==> src/itd_defines.svh <==
`ifndef ITD_DEFINES_SVH
`define ITD_DEFINES_SVH

// ----------------------------------------------------------------------------
// register offsets (byte addresses, one aligned 32-bit word each)
// ----------------------------------------------------------------------------
`define ITD_OFS_SRC_LO 8'h00
`define ITD_OFS_SRC_HI 8'h04
`define ITD_OFS_CMD 8'h08
`define ITD_OFS_FSTAT 8'h0c
`define ITD_OFS_RES_LO 8'h10
`define ITD_OFS_RES_HI 8'h14
`define ITD_OFS_STATUS 8'h18
`define ITD_OFS_INT_STAT 8'h1c
`define ITD_OFS_INT_MASK 8'h20

// ----------------------------------------------------------------------------
// field positions
// ----------------------------------------------------------------------------
`define ITD_CMD_START 0
`define ITD_STATUS_BUSY 0
`define ITD_FSTAT_RND_LO 0
`define ITD_FSTAT_RND_HI 1
`define ITD_FSTAT_ROUNDED 2
`define ITD_FSTAT_INEXACT 3
`define ITD_FSTAT_STICKY 4
`define ITD_FSTAT_CLASS_LO 5
`define ITD_FSTAT_CLASS_HI 9
`define ITD_INT_DONE 0
`define ITD_INT_INEXACT 1

// working fraction positions (bit 63 is the leading bit)
`define ITD_LSB_POS 11
`define ITD_GUARD_POS 10
`define ITD_ROUND_POS 9
`define ITD_STICKY_HI 8

// ----------------------------------------------------------------------------
// reset values and constants
// ----------------------------------------------------------------------------
`define ITD_RND_RST 2'h0
`define ITD_INT_MASK_RST 2'h0
`define ITD_CLASS_RST 5'h00
`define ITD_EXP_INIT 7'h3f
`define ITD_EXP_BIAS 11'h3ff
`define ITD_CLASS_PZERO 5'h02
`define ITD_CLASS_PNORM 5'h04
`define ITD_CLASS_NNORM 5'h08
`define ITD_RND_NEAR 2'h0
`define ITD_RND_ZERO 2'h1
`define ITD_RND_UP 2'h2
`define ITD_RND_DOWN 2'h3

`endif

==> src/itd_pkg.sv <==
package itd_pkg;

  typedef logic [7:0] itd_addr_t;
  typedef logic [31:0] itd_word_t;
  typedef logic [63:0] itd_frac_t;
  typedef logic [6:0] itd_exp_t;
  typedef logic [1:0] itd_mode_t;
  typedef logic [4:0] itd_class_t;

  typedef enum logic [2:0] {
    ST_IDLE,
    ST_LOAD,
    ST_NEG,
    ST_NORM,
    ST_ROUND
  } itd_state_e;

endpackage

==> src/itd_convert.sv <==
`timescale 1ns/1ps
`include "itd_defines.svh"

// ----------------------------------------------------------------------------
// integer to double converter
// ----------------------------------------------------------------------------
// Overview of operation
// - The sign comes from the top source bit, the whole source loads as the fraction, exponent starts at 63.
// - A zero source gives an all-zero result, clears rounded and inexact, and reports positive zero.
// - A negative source is negated (invert plus one) before normalizing.
// - While the leading fraction bit is zero, shift left by one and decrement the exponent.
// - Kept lsb is fraction bit 52, guard 53, round 54, sticky the OR of 55 to 63 (bit 0 leading).
// - Nearest-even mode increments when guard is set and any of lsb, round or sticky is set.
// - Round-up mode increments a positive value when guard, round or sticky is set.
// - Round-down mode increments a negative value when guard, round or sticky is set.
// - The increment adds into the top 53 bits and a carry out raises the exponent by one.
// - Rounded bit takes the increment, inexact bit the OR of guard, round and sticky.
// - The inexact bit is ORed into the sticky inexact bit, which the converter never clears.
// - A nonzero result is classed negative normal for sign one, positive normal for sign zero.
// - Result is sign, exponent plus 1023, then the 52 fraction bits below the leading one.
module itd_convert (
  input wire logic clk, // core clock, 125 MHz
  input wire logic sys_rst, // asynchronous reset, active high
  input wire itd_pkg::itd_addr_t reg_addr, // register byte address
  input wire itd_pkg::itd_word_t reg_wdata, // register write data
  input wire logic reg_wr, // write strobe
  input wire logic reg_rd, // read strobe
  output itd_pkg::itd_word_t reg_rdata, // read data, cycle after strobe
  output logic irq // level interrupt
);
  import itd_pkg::*;

  // --------------------------------------------------------------------------
  // state
  // --------------------------------------------------------------------------
  itd_state_e state_r;
  itd_state_e state_nxt;
  itd_frac_t src_r;
  itd_frac_t src_nxt;
  itd_frac_t frac_r;
  itd_frac_t frac_nxt;
  itd_exp_t exp_r;
  itd_exp_t exp_nxt;
  logic sign_r;
  logic sign_nxt;
  itd_frac_t res_r;
  itd_frac_t res_nxt;
  itd_mode_t mode_r;
  itd_mode_t mode_nxt;
  logic rounded_r;
  logic rounded_nxt;
  logic inexact_r;
  logic inexact_nxt;
  logic sticky_r;
  logic sticky_nxt;
  itd_class_t rclass_r;
  itd_class_t rclass_nxt;
  logic [1:0] int_stat_r;
  logic [1:0] int_stat_nxt;
  logic [1:0] int_mask_r;
  logic [1:0] int_mask_nxt;

  // --------------------------------------------------------------------------
  // register decode
  // --------------------------------------------------------------------------
  logic sel_src_lo;
  logic sel_src_hi;
  logic sel_cmd;
  logic sel_fstat;
  logic sel_res_lo;
  logic sel_res_hi;
  logic sel_status;
  logic sel_int_stat;
  logic sel_int_mask;
  logic busy;
  logic start_req;
  itd_word_t fstat_word;
  itd_word_t rd_mux;

  // address compare for each register
  assign sel_src_lo = (reg_addr == `ITD_OFS_SRC_LO);
  assign sel_src_hi = (reg_addr == `ITD_OFS_SRC_HI);
  assign sel_cmd = (reg_addr == `ITD_OFS_CMD);
  assign sel_fstat = (reg_addr == `ITD_OFS_FSTAT);
  assign sel_res_lo = (reg_addr == `ITD_OFS_RES_LO);
  assign sel_res_hi = (reg_addr == `ITD_OFS_RES_HI);
  assign sel_status = (reg_addr == `ITD_OFS_STATUS);
  assign sel_int_stat = (reg_addr == `ITD_OFS_INT_STAT);
  assign sel_int_mask = (reg_addr == `ITD_OFS_INT_MASK);

  // a start is only taken while idle
  assign busy = (state_r != ST_IDLE);
  assign start_req = reg_wr & sel_cmd & reg_wdata[`ITD_CMD_START] & ~busy;

  // --------------------------------------------------------------------------
  // datapath helpers
  // --------------------------------------------------------------------------
  itd_frac_t norm_frac;
  itd_exp_t norm_exp;
  logic norm_done;
  logic rnd_inc;
  logic [52:0] rnd_kept;
  logic rnd_carry;
  logic rnd_inx;
  logic src_zero;
  itd_exp_t exp_rnd;
  logic [10:0] exp_biased;
  logic fin_zero;
  logic fin_round;
  logic [1:0] int_evt;

  // one normalizing shift per cycle
  itd_norm_step u_norm (
    .frac_in (frac_r),
    .exp_in (exp_r),
    .frac_out (norm_frac),
    .exp_out (norm_exp),
    .normalized (norm_done)
  );

  // rounding under the mode held in the control register
  itd_round u_round (
    .frac (frac_r),
    .sign (sign_r),
    .mode (mode_r),
    .inc (rnd_inc),
    .kept (rnd_kept),
    .carry (rnd_carry),
    .inexact (rnd_inx)
  );

  // finishing cycles and the rounded exponent
  assign src_zero = (src_r == 64'h0);
  assign fin_zero = (state_r == ST_LOAD) & src_zero;
  assign fin_round = (state_r == ST_ROUND);
  assign exp_rnd = exp_r + {6'h00, rnd_carry};
  assign exp_biased = {4'h0, exp_rnd} + `ITD_EXP_BIAS;

  // --------------------------------------------------------------------------
  // sequencer
  // --------------------------------------------------------------------------
  // load, negate, normalize, round
  always_comb
  begin
    state_nxt = state_r;
    frac_nxt = frac_r;
    exp_nxt = exp_r;
    sign_nxt = sign_r;
    case (state_r)
      ST_IDLE:
      begin
        if (start_req)
          state_nxt = ST_LOAD;
      end
      ST_LOAD:
      begin
        sign_nxt = src_r[63];
        frac_nxt = src_r;
        exp_nxt = `ITD_EXP_INIT;
        state_nxt = src_zero ? ST_IDLE : ST_NEG;
      end
      ST_NEG:
      begin
        if (sign_r)
          frac_nxt = ~frac_r + 64'h1;
        state_nxt = ST_NORM;
      end
      ST_NORM:
      begin
        frac_nxt = norm_frac;
        exp_nxt = norm_exp;
        if (norm_done)
          state_nxt = ST_ROUND;
      end
      ST_ROUND:
      begin
        state_nxt = ST_IDLE;
      end
      default:
      begin
        state_nxt = ST_IDLE;
      end
    endcase
  end

  // --------------------------------------------------------------------------
  // results and status fields
  // --------------------------------------------------------------------------
  // packed result, written on finish only
  assign res_nxt = fin_zero ? 64'h0 :
                   fin_round ? {sign_r, exp_biased, rnd_kept[51:0]} : res_r;

  // rounded and inexact bits follow the last conversion
  assign rounded_nxt = fin_zero ? 1'b0 : fin_round ? rnd_inc : rounded_r;
  assign inexact_nxt = fin_zero ? 1'b0 : fin_round ? rnd_inx : inexact_r;

  // result class
  assign rclass_nxt = fin_zero ? `ITD_CLASS_PZERO :
                      fin_round ? (sign_r ? `ITD_CLASS_NNORM : `ITD_CLASS_PNORM) : rclass_r;

  // sticky inexact: software may write it, a new inexact wins
  assign sticky_nxt = ((reg_wr & sel_fstat) ? reg_wdata[`ITD_FSTAT_STICKY] : sticky_r)
                      | (fin_round & rnd_inx);

  // rounding control written by software
  assign mode_nxt = (reg_wr & sel_fstat) ? reg_wdata[`ITD_FSTAT_RND_HI:`ITD_FSTAT_RND_LO] : mode_r;

  // source words
  assign src_nxt = {(reg_wr & sel_src_hi) ? reg_wdata : src_r[63:32],
                    (reg_wr & sel_src_lo) ? reg_wdata : src_r[31:0]};

  // --------------------------------------------------------------------------
  // interrupts
  // --------------------------------------------------------------------------
  // done and inexact events; a set in the clearing cycle wins
  assign int_evt = {fin_round & rnd_inx, fin_zero | fin_round};
  assign int_stat_nxt = (int_stat_r & ~((reg_wr & sel_int_stat) ? reg_wdata[1:0] : 2'h0)) | int_evt;
  assign int_mask_nxt = (reg_wr & sel_int_mask) ? reg_wdata[1:0] : int_mask_r;

  // --------------------------------------------------------------------------
  // read mux
  // --------------------------------------------------------------------------
  assign fstat_word = {22'h0, rclass_r, sticky_r, inexact_r, rounded_r, mode_r};
  assign rd_mux = sel_src_lo ? src_r[31:0] :
                  sel_src_hi ? src_r[63:32] :
                  sel_fstat ? fstat_word :
                  sel_res_lo ? res_r[31:0] :
                  sel_res_hi ? res_r[63:32] :
                  sel_status ? {31'h0, busy} :
                  sel_int_stat ? {30'h0, int_stat_r} :
                  sel_int_mask ? {30'h0, int_mask_r} : 32'h0;

  // --------------------------------------------------------------------------
  // flip-flops
  // --------------------------------------------------------------------------
  // sequencer and working registers
  always_ff @(posedge clk or posedge sys_rst)
  begin
    if (sys_rst)
    begin
      state_r <= ST_IDLE;
      frac_r <= 64'h0;
      exp_r <= 7'h00;
      sign_r <= 1'b0;
    end
    else
    begin
      state_r <= state_nxt;
      frac_r <= frac_nxt;
      exp_r <= exp_nxt;
      sign_r <= sign_nxt;
    end
  end

  // source and result
  always_ff @(posedge clk or posedge sys_rst)
  begin
    if (sys_rst)
    begin
      src_r <= 64'h0;
      res_r <= 64'h0;
    end
    else
    begin
      src_r <= src_nxt;
      res_r <= res_nxt;
    end
  end

  // status and control fields
  always_ff @(posedge clk or posedge sys_rst)
  begin
    if (sys_rst)
    begin
      mode_r <= `ITD_RND_RST;
      rounded_r <= 1'b0;
      inexact_r <= 1'b0;
      sticky_r <= 1'b0;
      rclass_r <= `ITD_CLASS_RST;
    end
    else
    begin
      mode_r <= mode_nxt;
      rounded_r <= rounded_nxt;
      inexact_r <= inexact_nxt;
      sticky_r <= sticky_nxt;
      rclass_r <= rclass_nxt;
    end
  end

  // interrupt state and bus outputs
  always_ff @(posedge clk or posedge sys_rst)
  begin
    if (sys_rst)
    begin
      int_stat_r <= 2'h0;
      int_mask_r <= `ITD_INT_MASK_RST;
      irq <= 1'b0;
      reg_rdata <= 32'h0;
    end
    else
    begin
      int_stat_r <= int_stat_nxt;
      int_mask_r <= int_mask_nxt;
      irq <= |(int_stat_nxt & int_mask_nxt);
      reg_rdata <= reg_rd ? rd_mux : 32'h0;
    end
  end
endmodule

==> src/itd_norm_step.sv <==
`timescale 1ns/1ps
`include "itd_defines.svh"

module itd_norm_step (
  input wire itd_pkg::itd_frac_t frac_in, // working fraction
  input wire itd_pkg::itd_exp_t exp_in, // working exponent
  output itd_pkg::itd_frac_t frac_out, // fraction after one step
  output itd_pkg::itd_exp_t exp_out, // exponent after one step
  output logic normalized // leading bit already set
);
  import itd_pkg::*;

  // one left shift per step until the leading bit is one
  assign normalized = frac_in[63];
  assign frac_out = normalized ? frac_in : {frac_in[62:0], 1'b0};
  assign exp_out = normalized ? exp_in : exp_in - 7'h01;

endmodule

==> src/itd_round.sv <==
`timescale 1ns/1ps
`include "itd_defines.svh"

module itd_round (
  input wire itd_pkg::itd_frac_t frac, // normalized fraction
  input wire logic sign, // operand sign
  input wire itd_pkg::itd_mode_t mode, // rounding control
  output logic inc, // increment applied
  output logic [52:0] kept, // 53 kept bits after increment
  output logic carry, // carry out of the kept bits
  output logic inexact // any bit dropped
);
  import itd_pkg::*;

  logic lsb;
  logic gbit;
  logic rbit;
  logic xbit;
  logic any_lost;
  logic inc_near;
  logic inc_up;
  logic inc_down;
  logic [53:0] sum;

  // pick the kept lsb, guard, round and sticky bits
  assign lsb = frac[`ITD_LSB_POS];
  assign gbit = frac[`ITD_GUARD_POS];
  assign rbit = frac[`ITD_ROUND_POS];
  assign xbit = |frac[`ITD_STICKY_HI:0];
  assign any_lost = gbit | rbit | xbit;

  // increment decision per mode
  assign inc_near = gbit & (lsb | rbit | xbit);
  assign inc_up = ~sign & any_lost;
  assign inc_down = sign & any_lost;
  assign inc = (mode == `ITD_RND_NEAR) ? inc_near :
               (mode == `ITD_RND_UP) ? inc_up :
               (mode == `ITD_RND_DOWN) ? inc_down : 1'b0;

  // add into the top 53 bits, carry bumps the exponent outside
  assign sum = {1'b0, frac[63:`ITD_LSB_POS]} + {53'h0, inc};
  assign kept = sum[52:0];
  assign carry = sum[53];
  assign inexact = any_lost;

endmodule

==> config.mk <==
export PLATFORM = sky130hd
export DESIGN_NAME = itd_convert
export DESIGN_NICKNAME = d
export VERILOG_FILES = /design/src/itd_pkg.sv /design/src/itd_convert.sv /design/src/itd_norm_step.sv /design/src/itd_round.sv
export VERILOG_INCLUDE_DIRS = /design/src /design/src/src
export SDC_FILE = /design/constraint.sdc
export NUM_CORES = 1
export LEC_CHECK = 0
export ABC_AREA = 1
export BUFFER_PORTS_ARGS = -buffer_cell sky130_fd_sc_hd__buf_2
export CAP_MARGIN = 20
export CORE_UTILIZATION = 45
export CTS_CLUSTER_SIZE = 10
export DETAILED_ROUTE_END_ITERATION = 16
export HOLD_SLACK_MARGIN = 0.08
export PLACE_DENSITY = 0.71
export SYNTH_ARGS = -nofsm -noshare
export SYNTH_HDL_FRONTEND = slang
export SYNTH_SLANG_ARGS = --single-unit
==> constraint.sdc <==
create_clock -name clk -period 11.4 [get_ports clk]
set_input_delay 2.28 -clock clk [delete_from_list [all_inputs] [get_ports clk]]
set_output_delay 2.28 -clock clk [all_outputs]
set_load 0.02 [all_outputs]
==> impl_metrics.yaml <==
detailed_routing:
  drt_iter0_markers: 2110
  detail_route.wl_per_cell_um: 26.38
  routed_via_density: 5.995
  drc: 0
  final_antenna_net_count: 0
  drt_pass1_iterations: 6
  wirelength_mm: 72.77
  vias: 16540
layout:
  area_delta_synth_final_pct: 9.975
  seq_area_um2: 6181
  multi_input_area_um2: 7731
  final_net_count: 2348
  filler_cell_count: 3376
  drive_gt1_share_pct: 8.579
  final_area_um2: 16940
  fin_util_pct: 50.39
setup_path:
  startpoint: "frac_r[0]"
  rr_worst_depth: 25
  crit_required_ns: 11.88
  worstPathMaxFanout: 7
  worst_setup_path_end_kind: "flop"
  path_class: "reg -> reg"
  rr_endpoint: "res_r[62]"
  r2r-start: "frac_r[0]"
  crit_arrival_ns: 5.51
  startpoint_type: "flop"
  endpoint: "res_r[62]"
  r2r_slack_ns: 6.37
hold_path:
  hp-class: "reg -> reg"
clocking:
  cts_hold_buf: 0
  numClockSinks: 247
  cts_root_buf: "clkbuf_16"
  cts_setup_buffers: 0
  cts_buffers: 31
  clk_path_buf_depth: 3
  cts_resized: 0
  clk_latency_ns: 0.60
  cts_tree: "done"
  path_clk_slew_ns: 0.06
  htreeDepth: 1
pwr:
  ir_drop_uv: 161.3
  p_switching_mw: 1.941
  intPower_mw: 2.021
  p_sw_share_pct: 48.99
  leakagePower_nw: 7.572
  p_clk_share_pct: 23.4
  power_frac_seq_pct: 34.3
  power_mw: 3.962
  p_comb_share_pct: 42.3
  p_per_area_nw_per_um2: 233.9
global_route:
  antenna_found_initial: 1
  grt.met3_usage_pct: 11.33
  overflow: 0
  use_met1_pct: 57.99
  grt_pass1_wl_mm: 105.1
  grt_max_degree: 103
  grtUsageMet2_pct: 59.24
  grt_pass1_vias: 15403
  grt-busiest-layer: "met2"
  track_usage_pct: 41.41
yosys:
  synth_area_um2: 15400
  yosys-top-cells-area: "dfrtp_1, nand2_1, inv_1"
  ys_seq_area_share_pct: 40.13
  ys_seq_elements: 247
  synthCells: 2278
  synth_nets: 2330
  syn_avg_cell_area_um2: 6.761
  ys_types: 44
  yosysTopAreaCellShare_pct: 40.13
  ys_warn_count: 0
  synth_top_cell_by_area: "dfrtp_1"
die:
  die_width_um: 187.0
  start_util_pct: 45.82
  core-area_um2: 33620
  dieHeight_um: 187.0
  io_pins: 77
  design.die.area_um2: 34970
  rows: 67
place:
  hpwl_mm: 55.21
  portBuffers: 76
  dpl_cell_area_um2: 16010
  gp_congestion: 1.041
sta:
  max_slew.worst_pin.slew_ns: 1.045
  period_share_pct: 44.09
  skew_ns: 0.02298
  hold_violations: 0
  fin_tns_setup_ns: 0
  rsz0062_at_grt: "no"
  setup_viol: 0
  fmax_mhz: 199.0
  slew_violations: 0
  max_slew_margin_pct: 30.09
  fin_crit_ns: 5.026
job:
  max_cap_viol_count: 0
outcome:
  status: "complete, no violations"
## per-stage QoR
stage	worst slack, ns	instances	hold WS, ns
global placement	6.539	2711	0.4579
finish	6.374	2759	0.4844
floorplan	2.333	2278	0.4422
global route	5.940	2756	0.4970
detailed placement	6.408	2711	0.4641
CTS	6.446	2756	0.4780
## state kept, by name (all words and copies together), names as in the netlist, 2 cells and up
name / count
int_mask_r: 2
state_r: 3
res_r: 63
src_r: 64
reg_rdata: 32
mode_r: 2
rclass_r: 3
int_stat_r: 2
frac_r: 64
exp_r: 7
## layout by cell type, fill, tap and decap left out, types with 2 or more instances in the layout
master     instances
a21oi_1          193
a31oi_1            3
and2_1             2
and3_1             2
buf_2             76
buf_4             15
clkbuf_1           4
clkbuf_16         31
clkbuf_8           4
clkinv_2           2
dfrtp_1          247
diode_2            3
ha_1               8
inv_1            263
inv_2             12
nand2_1          607
nand2_2            6
nand3_1          145
nand3_2            3
nand3b_1           2
nand4_1           64
nor2_1           251
nor2_2            19
nor2_4             7
nor3_1            18
nor3_2            10
o211ai_1          11
o21ai_0          189
o21ai_1           17
o221ai_1           4
o22ai_1           48
o31ai_1            2
o32ai_1            2
or2_2              3
xnor2_1            3
xor2_1            20
## layer usage
metal | share of wire, % | wire length (um) | vias to the layer above
met5 | 0 | 0 | -
met4 | 5.1 | 3747 | 0
met3 | 12 | 8805 | 151
met2 | 41 | 29940 | 1046
met1 | 42 | 30280 | 7889
li1 | - | - | 7454
## synth_stat cells, drive strengths merged
master	instances
o221ai	4
o31ai	2
nand2	614
and2	2
a22oi	1
a21oi	193
inv	276
nor2	277
o211ai	11
o32ai	2
a31o	1
clkbuf	51
dfrtp	247
nor4	1
nor2b	1
ha	8
a31oi	3
xor2	20
o41ai	1
xnor2	3
nand4	65
o21ai	207
buf	55
and3	2
nor3	29
nand3	148
o22ai	48
a221oi	1
nand3b	2
or2	3
## critical path, cell delays in order, from the launching register on
cell	delay, ns
dfrtp_1	0.33
inv_1	0.08
ha_1	0.24
nand3_1	0.21
nor2_4	0.11
ha_1	0.19
inv_1	0.08
nor3_1	0.05
o41ai_1	0.42
ha_1	0.37
nand3_2	0.21
nor2_4	0.21
nand4_2	0.12
nor2_2	0.16
nand4_1	0.15
nor2_1	0.12
nand4_1	0.10
nor2_1	0.38
ha_1	0.26
nand3_1	0.10
nor2_1	0.23
nand3_1	0.14
xor2_1	0.18
nor2_1	0.12
nand4_1	0.13
nor2b_1	0.19
## worst min path at each step
stage / endpoint / startpoint / slack, ns / cells past startpoint
after CTS: res_r[33] / res_r[33] / 0.48 / 2
after detailed placement: res_r[33] / res_r[33] / 0.46 / 2
final: res_r[58] / res_r[58] / 0.48 / 2
after global routing: res_r[0] / res_r[0] / 0.50 / 2
after floorplan: res_r[0] / res_r[0] / 0.44 / 2
after global placement: rounded_r / rounded_r / 0.46 / 2
## area by class of cell
cell class,count,share of cell area (%)
well taps,448,3.309
clock buffers,39,4.993
repair buffers,91,2.910
inverters,276,6.160
multi-input cells,1649,45.64
flip-flops and latches,247,36.49
diodes,3,0.04432
clock inverters,6,0.4506
## power groups by stage
stage               combinational (mW)  sequential, mW  clock [mW]
finish                            1.67            1.36       0.927
global placement                  1.60            1.35           0
global route                      1.81            1.37       0.962
CTS                               1.62            1.34       0.931
detailed placement                1.62            1.35           0
floorplan                         1.15            1.18           0
## logic make-up (layout without fill, tap and decap cells)
family	after synthesis	after routing	synth area share, %
compound gates	474	474	16.29
xor+xnor	23	23	1.308
fa+ha+maj	8	8	0.6499
buf+inv	382	412	9.813
flops	247	247	40.13
other cells	0	3	0
simple gates	1144	1144	31.81
No activity file was read; power rests on OpenSTA's default activity.
